==> config.mk <==
export PLATFORM = sky130hd
export DESIGN_NAME = poe_port_status_adc_regs
export DESIGN_NICKNAME = d
export VERILOG_FILES = /design/src/pkg/poe_status_pkg.sv /design/src/hdl/poe_adc_track.sv /design/src/hdl/poe_state_encode.sv /design/src/hdl/poe_port_status_adc_regs.sv
export SDC_FILE = /design/constraint.sdc
export NUM_CORES = 1
export LEC_CHECK = 0
export ABC_CLOCK_PERIOD_IN_PS = 9500
export BUFFER_PORTS_ARGS = -buffer_cell sky130_fd_sc_hd__clkbuf_2
export CORE_MARGIN = 2
export CORE_UTILIZATION = 25
export DETAILED_ROUTE_END_ITERATION = 10
export HOLD_SLACK_MARGIN = 0.03
export REMOVE_ABC_BUFFERS = 1
export SLEW_MARGIN = 25
export SYNTH_ARGS = -nofsm -noshare
export SYNTH_HDL_FRONTEND = slang
export SYNTH_SLANG_ARGS = --single-unit
==> constraint.sdc <==
create_clock -name sys_clk_i -period 9.5 [get_ports sys_clk_i]
set_clock_uncertainty 0.2 [all_clocks]
set_input_delay 0.475 -clock sys_clk_i [delete_from_list [all_inputs] [get_ports sys_clk_i]]
set_output_delay 0.475 -clock sys_clk_i [all_outputs]
set_load 0.01 [all_outputs]
==> src/pkg/poe_status_pkg.sv <==
// Purpose: constants and types for the per-port status and converter result registers
// Assumes: four ports, 8-bit register data, 4-bit register select
// Notes:   Operation list below
// Operation
// - set function-complete on finish; clear on new function write for that port.
// - detected class reported in bits 5..3, classes 0..4 as 000..100.
// - fault code in bits 2..0: none, undervolt_overvolt_fault, thermal, overload, disconnect.
// - fault codes 101, 110, 111 are never produced.
// - converter-active bit 3 of second status high while converting.
// - port state in bits 2..0: disabled, searching, power, fault, test, other.
// - port state codes 110 and 111 are never reported.
// - resistance-complete flag cleared when either discovery phase starts.
// - resistance-complete flag set when the discovery conversion finishes.
// - 15-bit discovery current: low byte at 0110, upper seven bits at 0111.
// - voltage result low byte at select 1000, one per port.
// - discovery-failure bit 7 set on failed discovery, cleared on passed discovery.
// - voltage-complete flag cleared when conversion begins, set when it ends.
// - converter start bit set by host, cleared by device once conversion began.
package poe_status_pkg;
  localparam int unsigned PORT_COUNT     = 4;
  localparam int unsigned ADC_BITS       = 15;
  localparam logic [3:0]  SEL_STATUS_ONE = 4'h4;
  localparam logic [3:0]  SEL_STATUS_TWO = 4'h5;
  localparam logic [3:0]  SEL_DISC_LOW   = 4'h6;
  localparam logic [3:0]  SEL_DISC_HIGH  = 4'h7;
  localparam logic [3:0]  SEL_VOLT_LOW   = 4'h8;
  localparam logic [3:0]  SEL_VOLT_HIGH  = 4'h9;
  localparam logic [7:0]  REG_RESET      = 8'h00;
  localparam int unsigned FLAG_BIT       = 7;
  localparam int unsigned DONE_BIT       = 6;
  localparam int unsigned WDOG_BIT       = 4;
  localparam int unsigned ADC_ACT_BIT    = 3;

  typedef enum logic [2:0] {
    fault_none_type_v                 = 3'h0,
    undervolt_overvolt_fault          = 3'h1,
    thermal_shutdown_fault_code       = 3'h2,
    fault_overload_v                  = 3'h3,
    fault_disconnect_v                = 3'h4
  } fault_type;

  typedef enum logic [2:0] {
    st_disabled = 3'h0,
    st_search   = 3'h1,
    st_power    = 3'h3,
    st_fault    = 3'h2,
    st_test     = 3'h6,
    st_other    = 3'h7
  } pstate_type;

  // reported port-state codes and the largest reported class code
  localparam logic [2:0] CODE_DISABLED = 3'h0;
  localparam logic [2:0] CODE_SEARCH   = 3'h1;
  localparam logic [2:0] CODE_POWER    = 3'h2;
  localparam logic [2:0] CODE_FAULT    = 3'h3;
  localparam logic [2:0] CODE_TEST     = 3'h4;
  localparam logic [2:0] CODE_OTHER    = 3'h5;
  localparam logic [2:0] CLASS_MAX     = 3'h4;

  // per-port events from the analog/function core
  typedef struct packed {
    logic        func_write;   // host wrote a new function code
    logic        func_done;    // commanded function finished
    logic        disc_start;   // discovery 1 or 2 started
    logic        disc_fail;    // discovery verdict fail
    logic        disc_pass;    // discovery verdict pass
    logic [2:0]  pd_class;
    fault_type   fault;
    logic        fault_valid;
    pstate_type  pstate;
    logic        wdog_active;
    logic        adc_start_wr; // host wrote one to converter start
    logic        adc_is_volt;  // pending conversion is a voltage sample
    logic        adc_is_disc;  // pending conversion belongs to discovery
  } port_event_type;

  // converter core handshake
  typedef struct packed {
    logic        begun;
    logic        done;
    logic [14:0] result;
  } adc_type;
endpackage

==> src/hdl/poe_adc_track.sv <==
// Purpose: one port's converter start bit, activity flag and result capture
// Assumes: converter reports begun then done, one pulse each
// Notes:   start bit self-clears once conversion has begun
`timescale 1ns/10ps
`default_nettype none
module poe_adc_track
  import poe_status_pkg::*;
(
  // clock and reset
  input  wire logic        sys_clk_i,
  input  wire logic        reset_i,
  // control
  input  wire logic        start_wr_i,
  input  wire logic        is_volt_i,
  input  wire logic        is_disc_i,
  input  wire adc_type     adc_i,
  // state
  output logic             start_q_o,
  output logic             active_o,
  output logic             disc_conv_o,
  output logic             volt_done_o,
  output logic [14:0]      volt_res_o
);
  logic        start_q, start_d, act_q, act_d, volt_q, volt_d, disc_q, disc_d;
  logic        vdone_q, vdone_d;
  logic [14:0] vres_q, vres_d;

  // start bit, activity and voltage capture
  always_comb begin
    start_d = start_q;
    act_d   = act_q;
    volt_d  = volt_q;
    disc_d  = disc_q;
    vdone_d = vdone_q;
    vres_d  = vres_q;
    if (start_wr_i) begin
      start_d = 1'b1;
      volt_d  = is_volt_i;
      disc_d  = is_disc_i;
    end
    if (adc_i.begun) begin
      start_d = 1'b0;
      act_d   = 1'b1;
      if (volt_q) vdone_d = 1'b0;
    end
    if (adc_i.done && act_q) begin
      act_d = 1'b0;
      if (volt_q) begin
        vdone_d = 1'b1;
        vres_d  = adc_i.result;
      end
    end
  end

  always_ff @(posedge sys_clk_i or posedge reset_i) begin
    if (reset_i) begin
      start_q <= 1'b0;
      act_q   <= 1'b0;
      volt_q  <= 1'b0;
      disc_q  <= 1'b0;
      vdone_q <= 1'b0;
      vres_q  <= '0;
    end else begin
      start_q <= start_d;
      act_q   <= act_d;
      volt_q  <= volt_d;
      disc_q  <= disc_d;
      vdone_q <= vdone_d;
      vres_q  <= vres_d;
    end
  end

  assign start_q_o   = start_q;
  assign active_o    = act_q;
  assign disc_conv_o = disc_q;
  assign volt_done_o = vdone_q;
  assign volt_res_o  = vres_q;

  chk_start_clears: assert property (@(posedge sys_clk_i) disable iff (reset_i)
    adc_i.begun && !start_wr_i |=> !start_q) else $error("start bit not cleared");
  chk_active_set: assert property (@(posedge sys_clk_i) disable iff (reset_i)
    adc_i.begun && !adc_i.done |=> act_q) else $error("active not set");
endmodule
`default_nettype wire

==> src/hdl/poe_state_encode.sv <==
// Purpose: map internal port state and fault onto reported codes
// Assumes: unknown inputs fall back to safe codes
// Notes:   codes 110 and 111 can never leave this module
`timescale 1ns/10ps
`default_nettype none
module poe_state_encode
  import poe_status_pkg::*;
(
  // inputs
  input  wire pstate_type  pstate_i,
  input  wire logic [2:0]  fault_i,
  input  wire logic [2:0]  class_i,
  // encoded
  output logic [2:0]       state_code_o,
  output logic [2:0]       fault_code_o,
  output logic [2:0]       class_code_o
);
  // encode; out-of-range class is clamped, out-of-range fault reads none, never passed through
  always_comb begin
    case (pstate_i)
      st_disabled: state_code_o = CODE_DISABLED;
      st_search:   state_code_o = CODE_SEARCH;
      st_power:    state_code_o = CODE_POWER;
      st_fault:    state_code_o = CODE_FAULT;
      st_test:     state_code_o = CODE_TEST;
      st_other:    state_code_o = CODE_OTHER;
      default:     state_code_o = CODE_OTHER;
    endcase
    fault_code_o = (fault_i > 3'h4) ? 3'h0 : fault_i;
    class_code_o = (class_i > CLASS_MAX) ? CLASS_MAX : class_i;
  end
endmodule
`default_nettype wire

==> src/hdl/poe_port_status_adc_regs.sv <==
// Purpose: per-port read-only status and converter result registers
// Assumes: host selects port and register; read data registered
// Notes:   writes to these selects are ignored
`timescale 1ns/10ps
`default_nettype none
module poe_port_status_adc_regs
  import poe_status_pkg::*;
#(
  parameter int unsigned PORTS = PORT_COUNT
) (
  // clock and reset
  input  wire logic             sys_clk_i,
  input  wire logic             reset_i,
  // register access
  input  wire logic [1:0]       port_sel_i,
  input  wire logic [3:0]       reg_sel_i,
  input  wire logic             rd_en_i,
  // core events
  input  wire port_event_type   evt_i [PORTS],
  input  wire adc_type          adc_i [PORTS],
  // read back
  output logic [7:0]            rd_data_o,
  output logic                  rd_valid_o,
  output logic [PORTS-1:0]      adc_start_o
);
  // port select is two bits wide, so only four ports can be addressed
  if (PORTS != 4) begin : gen_bad_ports
    $error("four ports only");
  end

  logic [7:0]  st1_q [PORTS];
  logic [7:0]  st1_d [PORTS];
  logic [7:0]  st2_q [PORTS];
  logic [7:0]  st2_d [PORTS];
  logic [14:0] disc_q [PORTS];
  logic [14:0] disc_d [PORTS];
  logic        rdone_q [PORTS];
  logic        rdone_d [PORTS];
  logic        vdone [PORTS];
  logic [14:0] vres [PORTS];
  logic        act [PORTS];
  logic        dconv [PORTS];
  logic [PORTS-1:0] start_w;

  genvar g;
  generate
    for (g = 0; g < PORTS; g++) begin : gen_port
      logic [2:0] scode, fcode, ccode;

      poe_adc_track u_trk (
        .sys_clk_i   (sys_clk_i),
        .reset_i     (reset_i),
        .start_wr_i  (evt_i[g].adc_start_wr),
        .is_volt_i   (evt_i[g].adc_is_volt),
        .is_disc_i   (evt_i[g].adc_is_disc),
        .adc_i       (adc_i[g]),
        .start_q_o   (start_w[g]),
        .active_o    (act[g]),
        .disc_conv_o (dconv[g]),
        .volt_done_o (vdone[g]),
        .volt_res_o  (vres[g])
      );

      poe_state_encode u_enc (
        .pstate_i     (evt_i[g].pstate),
        .fault_i      (evt_i[g].fault_valid ? 3'(evt_i[g].fault) : 3'h0),
        .class_i      (evt_i[g].pd_class),
        .state_code_o (scode),
        .fault_code_o (fcode),
        .class_code_o (ccode)
      );

      // status one: fail, done, class, fault
      always_comb begin
        st1_d[g] = st1_q[g];
        if (evt_i[g].disc_pass) st1_d[g][FLAG_BIT] = 1'b0;
        if (evt_i[g].disc_fail) st1_d[g][FLAG_BIT] = 1'b1;
        if (evt_i[g].func_write) st1_d[g][DONE_BIT] = 1'b0;
        if (evt_i[g].func_done) st1_d[g][DONE_BIT] = 1'b1; // set wins
        st1_d[g][5:3] = ccode;
        st1_d[g][2:0] = fcode;
      end

      // status two: watchdog, converter active, port state
      always_comb begin
        st2_d[g] = REG_RESET;
        st2_d[g][WDOG_BIT]    = evt_i[g].wdog_active;
        st2_d[g][ADC_ACT_BIT] = act[g];
        st2_d[g][2:0]         = scode;
      end

      // discovery result and resistance-complete flag
      always_comb begin
        disc_d[g]  = disc_q[g];
        rdone_d[g] = rdone_q[g];
        if (evt_i[g].disc_start) rdone_d[g] = 1'b0;
        if (adc_i[g].done && act[g] && dconv[g]) begin
          rdone_d[g] = 1'b1;
          disc_d[g]  = adc_i[g].result;
        end
      end

      // registers reset to zero, only hardware updates them
      always_ff @(posedge sys_clk_i or posedge reset_i) begin
        if (reset_i) begin
          st1_q[g]   <= REG_RESET;
          st2_q[g]   <= REG_RESET;
          disc_q[g]  <= '0;
          rdone_q[g] <= 1'b0;
        end else begin
          st1_q[g]   <= st1_d[g];
          st2_q[g]   <= st2_d[g];
          disc_q[g]  <= disc_d[g];
          rdone_q[g] <= rdone_d[g];
        end
      end

      chk_fault_legal: assert property (@(posedge sys_clk_i) disable iff (reset_i)
        st1_q[g][2:0] <= 3'h4) else $error("reserved fault code");
      chk_state_legal: assert property (@(posedge sys_clk_i) disable iff (reset_i)
        st2_q[g][2:0] <= 3'h5) else $error("undefined port state");
      chk_done_clear: assert property (@(posedge sys_clk_i) disable iff (reset_i)
        evt_i[g].func_write && !evt_i[g].func_done |=> !st1_q[g][DONE_BIT])
        else $error("done not cleared");
      chk_rdone_clear: assert property (@(posedge sys_clk_i) disable iff (reset_i)
        evt_i[g].disc_start && !(adc_i[g].done && act[g] && dconv[g]) |=> !rdone_q[g])
        else $error("resistance flag not cleared");
      chk_fail_flag: assert property (@(posedge sys_clk_i) disable iff (reset_i)
        evt_i[g].disc_fail |=> st1_q[g][FLAG_BIT]) else $error("fail flag missing");
      chk_class_track: assert property (@(posedge sys_clk_i) disable iff (reset_i)
        evt_i[g].pd_class <= CLASS_MAX |=> st1_q[g][5:3] == $past(evt_i[g].pd_class))
        else $error("class mismatch");
      cov_disc_done: cover property (@(posedge sys_clk_i) disable iff (reset_i)
        evt_i[g].disc_start ##[1:50] rdone_q[g]);
      cov_volt_done: cover property (@(posedge sys_clk_i) disable iff (reset_i)
        $rose(vdone[g]));
      cov_func_done: cover property (@(posedge sys_clk_i) disable iff (reset_i)
        $rose(st1_q[g][DONE_BIT]));
    end
  endgenerate

  // read mux; unmapped selects read zero
  logic [7:0] rd_d;
  logic [7:0] rd_q;
  logic       rv_q;
  logic [PORTS-1:0] start_q;
  always_comb begin
    rd_d = rd_q;
    if (rd_en_i) begin
      case (reg_sel_i)
        SEL_STATUS_ONE: rd_d = st1_q[port_sel_i];
        SEL_STATUS_TWO: rd_d = st2_q[port_sel_i];
        SEL_DISC_LOW:   rd_d = disc_q[port_sel_i][7:0];
        SEL_DISC_HIGH:  rd_d = {rdone_q[port_sel_i], disc_q[port_sel_i][14:8]};
        SEL_VOLT_LOW:   rd_d = vres[port_sel_i][7:0];
        SEL_VOLT_HIGH:  rd_d = {vdone[port_sel_i], vres[port_sel_i][14:8]};
        default:        rd_d = REG_RESET;
      endcase
    end
  end

  always_ff @(posedge sys_clk_i or posedge reset_i) begin
    if (reset_i) begin
      rd_q    <= REG_RESET;
      rv_q    <= 1'b0;
      start_q <= '0;
    end else begin
      rd_q    <= rd_d;
      rv_q    <= rd_en_i;
      start_q <= start_w;
    end
  end

  assign rd_data_o   = rd_q;
  assign rd_valid_o  = rv_q;
  assign adc_start_o = start_q;

  chk_read_lat: assert property (@(posedge sys_clk_i) disable iff (reset_i)
    rd_en_i && reg_sel_i == SEL_STATUS_TWO |=> rd_data_o == $past(st2_q[port_sel_i]))
    else $error("read data wrong");
  chk_read_valid: assert property (@(posedge sys_clk_i) disable iff (reset_i)
    rd_en_i |=> rd_valid_o ##1 (rd_valid_o == $past(rd_en_i)))
    else $error("valid timing wrong");
  cov_read_high: cover property (@(posedge sys_clk_i) disable iff (reset_i)
    rd_en_i && reg_sel_i == SEL_DISC_HIGH);
endmodule
`default_nettype wire

==> results of run 1 <==
final cells by class:
cell class | count | area, µm²
diodes | 1 | 2.50
clock buffers | 40 | 774
clock inverters | 6 | 87.6
fillers | 3423 | 22700
inverters | 23 | 98.8
multi-input cells | 326 | 3440
flip-flops and latches | 209 | 5230
well taps | 461 | 577
repair buffers | 325 | 2410
worst max path at each step:
stage                  start                              end  slack [ns]  cells past startpoint
5_1_grt        port_sel_i[0]                     rd_data_o[3]        7.10                      6
4_1_cts              reset_i  gen_port[2].u_trk.volt_res_o[4]        6.94                      4
6_report       port_sel_i[0]                     rd_data_o[3]        7.25                      6
3_3_place_gp   port_sel_i[0]                     rd_data_o[3]        6.74                      6
3_5_place_dp   port_sel_i[0]                     rd_data_o[3]        6.70                      6
2_1_floorplan        reset_i                   adc_start_o[0]        3.12                      1
what timing repair did:
action | 4_1_cts | 5_1_grt
hold buffers | 150 | 0
setup buffers | 0 | 0
resized for setup | 0 | 0
endpoints found under the hold margin | 220 | 0
through the flow:
stage / setup slack, ns / cell area [µm²] / util / cells
after CTS: 6.94 / 12600 / 0.357 / 1390
after global placement: 6.74 / 10200 / 0.290 / 1194
final: 7.25 / 12600 / 0.357 / 1391
after detailed placement: 6.70 / 10200 / 0.290 / 1194
after floorplan: 3.12 / 8750 / - / 558
after global routing: 7.10 / 12600 / 0.357 / 1390
registers in the layout, summed over array words and instances, names as in the netlist:
name and cells:
disc_q 60, gen_port.u_trk.volt_res_o 60, st1_q 32, st2_q 20, rd_data_o 8, adc_start_o 4
gen_port.u_trk.active_o 4, gen_port.u_trk.disc_conv_o 4, gen_port.u_trk.start_q_o 4, gen_port.u_trk.volt_done_o 4, gen_port.u_trk.volt_q 4, rdone_q 4
rd_valid_o 1
per-layer routing:
layer / up-vias / track usage / share of wire
li1: 2814 / - / -
met2: 176 / 0.252 / 0.50
met1: 3150 / 0.188 / 0.43
met4: 2 / 0.0285 / 0.017
met3: 37 / 0.0245 / 0.054
met5: - / 0 / 0.00049
logic make-up (layout without fill, tap and decap cells):
kind of cell	after synthesis	count (layout)	share of synthesized area
AOI/OAI and AO/OA	49	49	0.0408
xor gates and xnor gates	1	1	0.000984
buffers and inverters	53	394	0.0270
DFF	209	209	0.588
muxes	186	186	0.283
other	0	1	0
and+or+nand+nor	90	90	0.0607
layout by cell type (no fill, tap or decap), types with 5 or more instances in the layout:
cell type,instances
clkbuf_8,5
and2_1,5
nand2_1,17
o221ai_1,7
a21o_1,8
and3b_1,8
clkbuf_2,164
inv_1,22
clkbuf_1,8
mux2i_1,19
nor2_1,9
dfrtp_1,209
mux2_2,128
nor2b_1,21
buf_4,9
a32oi_1,7
clkbuf_16,27
a22oi_1,10
dlygate4sd3_1,150
nand3_1,9
mux4_2,37
worst max-delay path, delay by kind of cell:
family	cells	cell delay (ns)
buffers and inverters	2	0.71
and+or+nand+nor	1	0.19
AOI/OAI and AO/OA	2	0.31
muxes	1	0.65
power by group through the flow:
stage               logic, mW  registers [mW]  clock network, mW
finish                  0.435            1.15              0.983
global route            0.476            1.18               1.05
detailed placement      0.387            1.17                  0
global placement        0.377            1.16                  0
CTS                     0.442            1.15               1.01
floorplan               0.269            1.13                  0
==> run_results.csv, run 1 <==
group,metric,value,unit
run_status,run_status,"complete, no violations",
timing,max_freq,444,MHz
pwr,p_per_area,204,mW/mm²
drt,vias,6179,
logic_synthesis,synth_top_area_share,0.588,
worst_hold_path,hold_path_class,"input port to flip-flop",
timing,slew_headroom,0.382,
drt,postRouteAntennaNets,0,
cells_and_area,drive_gt1_frac,0.414,
cells_and_area,fin_nets,1064,
critical_path,critical-path-slowest-cell,"mux4_1",
critical_path,max_stage_delay,0.65,ns
global_routing,grt_pass1_wl,40100,µm
floorplanning,initial_core_util,0.252,
timing,worstMarginPinSlew,0.925,ns
cts,cts_tree,"yes",
cts,insertion_delay,0.52,ns
placement,io_buffers,165,
floorplanning,dieArea,0.0371,mm²
cells_and_area,syn2layout_area_growth,41.8,%
logic_synthesis,avgSynthCellArea,15.1,µm²
floorplanning,ios,166,
floorplanning,rows,69,
placement,gp_congestion,0.792,
critical_path,path_cells,"buf_2, buf_4, mux4_1, a32oi_1, and3_1, o22ai_1",
drt,drt-total-wl,26400,µm
critical_path,reg2reg_slack,7.71,ns
timing,hold_slack,0.0517,ns
critical_path,critical_path.max_fanout,43,
logic_synthesis,async_flop_share,1.00,
timing,rsz0062_at_grt,"false",
critical_path,r2r_cells,4,
global_routing,grt_pass1_vias,6755,
timing,min_period,2.25,ns
logic_synthesis,synth_area,0.00890,mm²
drt,wl_per_cell,19.0,µm
global_routing,grt_max_degree,135,
logic_synthesis,ys_types,38,
floorplanning,die-height,193,µm
timing,finalSetupTns,0,ns
critical_path,crit_path_end_kind,"flip-flop",
timing,report.final.slew_viol_count,0,
drt,vias_per_cell,4.44,
logic_synthesis,netlist_instances,588,
pwr,switching_power,0.623,mW
critical_path,start_kind,"input port",
pwr,p_clk_frac,0.382,
pwr,p_int,1.95,mW
floorplanning,dieWidth,193,µm
pwr,seqPwrFrac,0.449,
cts,clkTransAtPathRegs,0.06,ns
cts,clock-sinks,209,
job,drv_cap,0,
pwr,switching_share,0.242,
worst_hold_path,min_path_cells,2,
timing,setup-violations-final,0,
critical_path,cp_data_arrival_time,2.41,ns
logic_synthesis,synth.most_common_cell,"dfrtp_1",
logic_synthesis,yosysSeqAreaShare,0.588,
pwr,finalPower,2.57,mW
critical_path,critPathRequiredTime,9.66,ns
critical_path,regToRegStartpoint,"st2_q[27]",
floorplanning,core,0.0353,mm²
global_routing,grt_antenna_before_repair,1,
pwr,p_leak,5.64,nW
global_routing,grt-ovfl-total,0,
pwr,ir_worst_vdd,0.000129,V
logic_synthesis,yosys_warnings,0,
logic_synthesis,synth_edf_count,0,
worst_hold_path,hp-start,"adc_i[63]",
logic_synthesis,netlist_top_cells_area,"dfrtp_1 (59%), mux2_2 (16%), mux4_2 (9.4%)",
worst_hold_path,hold_path_end,"disc_q[57]",
critical_path,r2r-end,"rd_data_o[3]",
global_routing,gr-usage-all-layers,0.144,
cts,cts.path.max_buffers,3,
drt,drtPass1Iterations,5,
logic_synthesis,synth_top_cells_by_count,"dfrtp_1 (209), mux2_2 (128), mux4_2 (37)",
placement,dp_hpwl,17700,µm
cts,cts-root-buf,"clkbuf_16",
timing,hold_violations,0,
drt,drtIter0Drc,248,
drt,drc_errors,0,
critical_path,worstSetupPathType,"input port to flip-flop",
timing,fin_crit_sh,0.237,
logic_synthesis,synth.largest_area_cell,"dfrtp_1",
logic_synthesis,synth-main-ff-cell,"dfrtp_1",
pwr,p_comb_frac,0.169,
cts,cts_max_level,1,
cts,cts_made_buffers,26,
logic_synthesis,synth-seq-cells,209,
(Power assumes the default switching activity.)
==> run 2: changes to the inputs <==
--- a/config.mk
+++ b/config.mk
@@ -5,7 +5,8 @@
 export SDC_FILE = /design/constraint.sdc
 export NUM_CORES = 1
 export LEC_CHECK = 0
-export ABC_CLOCK_PERIOD_IN_PS = 9500
+export ABC_AREA = 1
+export ABC_CLOCK_PERIOD_IN_PS = 2100
 export BUFFER_PORTS_ARGS = -buffer_cell sky130_fd_sc_hd__clkbuf_2
 export CORE_MARGIN = 2
 export CORE_UTILIZATION = 25
==> constraint.sdc (replaced) <==
create_clock -name sys_clk_i -period 2.1 [get_ports sys_clk_i]
set_clock_uncertainty 0.2 [all_clocks]
set_input_delay 0.105 -clock sys_clk_i [delete_from_list [all_inputs] [get_ports sys_clk_i]]
set_output_delay 0.105 -clock sys_clk_i [all_outputs]
set_load 0.01 [all_outputs]
==> run 2 against run 1 <==
First-iteration DRC count rose by 98%. Die area rose by 8.6%. Largest cell class unchanged. Combinational power rose to 5.0 times the previous value. Synthesized area rose by 8.8%. Hold slack got worse by 0.015 ns.
==> run_results.csv, run 2 <==
group,metric,value,unit
logic_synthesis,synth-main-ff-cell,"dfrtp_1",
placement,dp_hpwl,21100,µm
cells_and_area,layout_commonest_cell,"nand2_1",
logic_synthesis,avgSynthCellArea,7.67,µm²
drt,vias,8924,
logic_synthesis,synth.largest_area_cell,"dfrtp_1",
global_routing,grt-ovfl-total,0,
critical_path,worstSetupPathType,"flip-flop to flip-flop",
logic_synthesis,netlist_top_cells_area,"dfrtp_1 (54%), nand2_1 (17%), inv_1 (7.6%)",
timing,worstMarginPinSlew,0.435,ns
pwr,p_leak,7.33,nW
drt,wl_per_cell,14.5,µm
cts,cts_max_level,1,
placement,gp_congestion,0.801,
critical_path,max_stage_delay,0.58,ns
logic_synthesis,synth_area,0.00968,mm²
drt,drtIter0Drc,491,
critical_path,crit_path_end_kind,"flip-flop",
critical_path,cp_data_arrival_time,2.20,ns
timing,slew_headroom,0.708,
logic_synthesis,synth.most_common_cell,"nand2_1",
logic_synthesis,yosysSeqAreaShare,0.540,
floorplanning,die-height,201,µm
timing,rsz0062_at_grt,"false",
critical_path,r2r_cells,6,
timing,max_freq,506,MHz
job,drv_cap,0,
drt,postRouteAntennaNets,0,
placement,io_buffers,165,
worst_hold_path,hold_path_end,"st1_q[29]",
global_routing,gr-usage-all-layers,0.155,
global_routing,grt_pass1_vias,9112,
critical_path,critical-path-slowest-cell,"dlygate4sd3_1",
timing,fin_crit_sh,0.941,
cts,clkTransAtPathRegs,0.06,ns
drt,drc_errors,0,
cells_and_area,nFillCells,3970,
logic_synthesis,synth_top_cells_by_count,"nand2_1 (447), dfrtp_1 (209), inv_1 (196)",
logic_synthesis,async_flop_share,1.00,
cells_and_area,area.sequential,0.00523,mm²
critical_path,critical_path.max_fanout,31,
critical_path,reg2reg_slack,0.12,ns
critical_path,cpMostUsedCell,"nand2_1",
global_routing,grt_max_degree,71,
drt,vias_per_cell,4.19,
run_status,run_status,"complete, no violations",
global_routing,grt_pass1_wl,49400,µm
critical_path,path_cells,"nand2_1, inv_1, nand2_1, buf_4, o21ai_0, dlygate4sd3_1",
drt,drtPass1Iterations,5,
floorplanning,ios,166,
cells_and_area,syn2layout_area_growth,41.3,%
worst_hold_path,min_path_cells,2,
cells_and_area,multi_input_area,0.00334,mm²
logic_synthesis,ys_types,22,
cells_and_area,drive_gt1_frac,0.152,
logic_synthesis,yosys_warnings,0,
cts,post_cts_buffers,0,
cts,insertion_delay,0.54,ns
cells_and_area,most-common-layout-cells,"nand2_1 (447), dfrtp_1 (209), inv_1 (194), dlygate4sd3_1 (173), clkbuf_2 (164)",
floorplanning,initial_core_util,0.252,
worst_hold_path,hp-start,"evt_i[70]",
cts,cts.path.max_buffers,3,
cells_and_area,final_util,0.356,
drt,drt-total-wl,30800,µm
logic_synthesis,synth-seq-cells,209,
logic_synthesis,netlist_instances,1263,
logic_synthesis,synth_top_area_share,0.540,
timing,min_period,1.98,ns
worst_hold_path,hold_path_class,"input port to flip-flop",
floorplanning,dieWidth,201,µm
cells_and_area,fin_nets,1748,
cells_and_area,final_area,0.0137,mm²
global_routing,grt_antenna_before_repair,2,
cts,cts-root-buf,"clkbuf_16",
critical_path,critPathRequiredTime,2.32,ns
cts,cts_tree,"yes",
placement,placed_area,0.0111,mm²
floorplanning,core,0.0385,mm²
critical_path,start_kind,"flip-flop",
timing,hold_violations,0,
critical_path,regToRegStartpoint,"gen_port[1].u_trk.active_o",
critical_path,r2r-end,"rdone_q[2]",
pwr,ir_worst_vdd,0.000469,V
timing,setup-violations-final,0,
floorplanning,dieArea,0.0403,mm²
cts,cts_made_buffers,25,
timing,report.final.slew_viol_count,0,
cts,clock-sinks,209,
pwr,p_per_area,861,mW/mm²
floorplanning,rows,72,
logic_synthesis,synth_edf_count,0,
run 2: cell types whose count changed after synthesis, sizes merged, moves of 14 or more:
cell    before  now
mux2       128    6
inv         23  201
nand2       17  447
nor2b       21    0
clkbuf      21   35
mux4        39    0
nand3       12   54
buf          9   28
o21ai        5  157
mux2i       19    0
nor2         9   98
run 2: final cells by class:
| cell class | count | area share |
|---|---|---|
| multi-input combinational | 788 | 0.244 |
| clock buffer | 40 | 0.0549 |
| timing repair buffer | 368 | 0.209 |
| clock inverter | 4 | 0.00539 |
| tap | 518 | 0.0474 |
| antenna | 2 | 0.000366 |
| sequential | 209 | 0.382 |
| inverter | 203 | 0.0564 |
run 2: logic make-up (layout without fill, tap and decap cells):
family	Yosys count	in the layout	share of synthesized area
AOI/OAI and AO/OA	172	172	0.0912
buffers and inverters	266	615	0.115
DFF	209	209	0.540
muxes	6	6	0.00698
other	0	2	0
and+or+nand+nor	610	610	0.247
run 2: timing repair:
action                     4_1_cts  5_1_grt
hold endpoints to repair       410        0
hold buffers                   173        0
setup endpoints to repair        0        1
gates resized for setup          0        1
run 2: report_power, final:
part	internal [mW]	total, mW	switching (mW)
clock	2.68	4.36	1.68
combinational	0.970	2.19	1.22
sequential	4.81	5.23	0.416
total	8.46	11.8	3.32
run 2: critical path, delay by kind of cell, from the launching register on:
family,cells,cell delay (ns)
flip-flops,1,0.40
AND/OR/NAND/NOR,2,0.13
AO/OA/AOI/OAI,1,0.14
buffers and inverters,3,0.98
run 2: worst max path at each step:
stage               depth (start not counted)                       start             end  slack (ns)
finish                                      6  gen_port[1].u_trk.active_o      rdone_q[2]        0.12
global route                                6  gen_port[1].u_trk.active_o      rdone_q[2]        0.02
CTS                                         6  gen_port[2].u_trk.active_o      rdone_q[1]        0.13
detailed placement                         11               port_sel_i[0]    rd_data_o[7]        0.31
global placement                           11               port_sel_i[0]    rd_data_o[7]        0.30
floorplan                                   1                     reset_i  adc_start_o[0]       -3.91
run 2: per-stage QoR:
stage / total power, mW / std cells / setup TNS [ns] / setup slack [ns] / hold slack, ns
after global routing: 12.5 / 2132 / 0 / 0.0249 / 0.0424
after CTS: 11.9 / 2130 / 0 / 0.130 / 0.0302
after global placement: 7.15 / 1913 / 0 / 0.305 / -0.0417
final: 11.8 / 2132 / 0 / 0.124 / 0.0367
after detailed placement: 7.22 / 1913 / 0 / 0.311 / -0.0285
after floorplan: 6.40 / 1200 / -818.06 / -3.91 / -0.0636
run 2: layer usage:
layer	wire, µm	up-vias	GRT usage
met5	0	-	0
met4	687	0	0.0474
met3	1570	45	0.0242
met2	14300	248	0.256
met1	14300	4154	0.210
li1	-	4477	-
==> run 3: changes to the inputs <==
--- a/config.mk
+++ b/config.mk
@@ -6,7 +6,7 @@
 export NUM_CORES = 1
 export LEC_CHECK = 0
 export ABC_AREA = 1
-export ABC_CLOCK_PERIOD_IN_PS = 2100
+export ABC_CLOCK_PERIOD_IN_PS = 1650
 export BUFFER_PORTS_ARGS = -buffer_cell sky130_fd_sc_hd__clkbuf_2
 export CORE_MARGIN = 2
 export CORE_UTILIZATION = 25
==> constraint.sdc (replaced) <==
create_clock -name sys_clk_i -period 1.65 [get_ports sys_clk_i]
set_clock_uncertainty 0.2 [all_clocks]
set_input_delay 0.0825 -clock sys_clk_i [delete_from_list [all_inputs] [get_ports sys_clk_i]]
set_output_delay 0.0825 -clock sys_clk_i [all_outputs]
set_load 0.005 [all_outputs]
==> run 3 against run 2 <==
Cell count unchanged. Die area unchanged. Via count rose by 0.84%. Routed wire length about the same. Fmax up 28%. Clock power rose by 18%. Non-clock buffer count up 4. Count of clock-buffer cells in the layout decreased by 6.
==> run_results.csv, run 3 (synthesis gave the netlist of run 2 again) <==
group,metric,value,unit
global_routing,grt_pass1_wl,49700,µm
placement,dp_hpwl,21500,µm
critical_path,critical_path.max_fanout,3,
timing,hold_slack,0.0387,ns
pwr,p_leak,7.37,nW
cts,cts-root-buf,"clkbuf_16",
pwr,switching_share,0.289,
timing,max_freq,649,MHz
global_routing,gr-usage-all-layers,0.155,
pwr,switching_power,4.24,mW
timing,hold_violations,0,
timing,finalSetupTns,0,ns
cts,cts_made_buffers,24,
timing,min_period,1.54,ns
timing,worst_slack,0.110,ns
floorplanning,initial_core_util,0.252,
cts,clock-sinks,209,
global_routing,grt_antenna_before_repair,0,
global_routing,grt_pass1_vias,9119,
floorplanning,ios,166,
critical_path,critPathRequiredTime,1.85,ns
worst_hold_path,hold_path_class,"input port to flip-flop",
drt,drc_errors,0,
placement,placed_area,0.0113,mm²
pwr,p_comb_frac,0.194,
floorplanning,dieWidth,201,µm
critical_path,crit_path_end_kind,"flip-flop",
cells_and_area,most-common-layout-cells,"nand2_1 (447), dfrtp_1 (209), inv_1 (194), dlygate4sd3_1 (170), clkbuf_2 (164)",
critical_path,start_kind,"flip-flop",
cts,clkTransAtPathRegs,0.06,ns
pwr,p_int,10.4,mW
timing,setup-violations-final,0,
cells_and_area,fin_nets,1751,
timing,worstMarginPinSlew,0.358,ns
cts,insertion_delay,0.53,ns
run_status,run_status,"complete, no violations",
pwr,seqPwrFrac,0.455,
global_routing,grt-ovfl-total,0,
drt,postRouteAntennaNets,0,
critical_path,r2r-end,"gen_port[3].u_trk.volt_q",
cells_and_area,drive_gt1_frac,0.156,
critical_path,r2r_cells,2,
placement,gp_congestion,0.811,
timing,fin_crit_sh,0.933,
timing,report.final.slew_viol_count,0,
critical_path,reg2reg_slack,0.11,ns
cts,cts_tree,"yes",
floorplanning,dieArea,0.0403,mm²
cells_and_area,nFillCells,4005,
critical_path,critical-path-slowest-cell,"dlygate4sd3_1",
pwr,p_per_area,1060,mW/mm²
critical_path,worstSetupPathType,"flip-flop to flip-flop",
cts,cts_max_level,1,
drt,vias,8999,
critical_path,critPathCapture,"gen_port[3].u_trk.volt_q",
critical_path,regToRegStartpoint,"gen_port[3].u_trk.volt_q",
timing,rsz0062_at_grt,"false",
drt,drtPass1Iterations,5,
floorplanning,core,0.0385,mm²
floorplanning,die-height,201,µm
cells_and_area,final_area,0.0138,mm²
cells_and_area,layout_commonest_cell,"nand2_1",
pwr,ir_worst_vdd,0.000684,V
critical_path,path_cells,"mux2_2, dlygate4sd3_1",
drt,wl_per_cell,14.5,µm
drt,drtIter0Drc,607,
critical_path,max_stage_delay,0.56,ns
global_routing,grt_max_degree,51,
critical_path,crit_start,"gen_port[3].u_trk.volt_q",
drt,vias_per_cell,4.22,
cells_and_area,num_antenna_cells,0,
cts,post_cts_buffers,0,
placement,post-place-ws,0.0212,ns
timing,slew_headroom,0.761,
drt,drt-total-wl,30900,µm
placement,io_buffers,165,
critical_path,cp_data_arrival_time,1.74,ns
pwr,p_clk_frac,0.351,
floorplanning,rows,72,
cts,cts.path.max_buffers,3,
cells_and_area,syn2layout_area_growth,42.2,%
job,drv_cap,0,
worst_hold_path,min_path_cells,2,
==> run 3: changes by cell type in the layout (fill, tap and decap cells not counted), moves of 3 or more <==
| cell | previous run | this run |
|---|---|---|
| clkinv_2 | 1 | 4 |
| buf_12 | 6 | 17 |
| buf_4 | 24 | 21 |
| clkbuf_8 | 7 | 2 |
| dlygate4sd3_1 | 173 | 170 |
==> run 3: what timing repair did <==
action	4_1_cts	5_1_grt
endpoints found under the setup margin	0	13
resized for setup	0	1
hold buffers	170	0
hold endpoints to repair	410	0
==> run 3: layer usage <==
metal,vias up,share of wire,track usage
met2,260,0.47,0.262
li1,4474,-,-
met3,42,0.055,0.0252
met1,4223,0.46,0.207
met5,-,0,0
met4,0,0.022,0.0423
==> run 3: power groups by stage <==
| stage | clock network [mW] | registers, mW | logic (mW) |
|---|---|---|---|
| global route | 5.48 | 6.80 | 3.31 |
| CTS | 5.24 | 6.67 | 2.87 |
| global placement | 0 | 6.72 | 2.46 |
| detailed placement | 0 | 6.74 | 2.53 |
| floorplan | 0 | 6.58 | 1.55 |
| finish | 5.14 | 6.67 | 2.85 |
==> run 3: how the worst min path moves through the flow <==
stage / from / end / slack (ns)
after floorplan: rd_en_i / rd_valid_o / -0.09
final: evt_i[3] / st2_q[4] / 0.04
after global placement: reset_i / gen_port[0].u_trk.disc_conv_o / -0.08
after detailed placement: reset_i / gen_port[0].u_trk.disc_conv_o / -0.07
after CTS: evt_i[32] / st1_q[13] / 0.03
after global routing: evt_i[41] / st2_q[20] / 0.05
==> run 3: cell type report <==
class                   instances  area (µm²)  share of cell area
clock buffers                  34         679              0.0493
inverters                     203         777              0.0564
multi-input cells             788        3340               0.243
flip-flops and latches        209        5230               0.380
well taps                     518         648              0.0471
repair buffers                372        3020               0.219
clock inverters                 8        73.8             0.00536
==> run 3: through the flow <==
stage / utilization / std cells / total power [mW]
CTS: 0.358 / 2132 / 14.8
floorplan: - / 1200 / 8.14
global route: 0.358 / 2132 / 15.6
global placement: 0.294 / 1920 / 9.18
detailed placement: 0.294 / 1920 / 9.27
finish: 0.358 / 2132 / 14.7
==> run 3: worst max-delay path, delay by kind of cell (launching register included) <==
family	cells	cell delay, ns
buf+inv	1	0.56
flops	1	0.40
mux	1	0.26
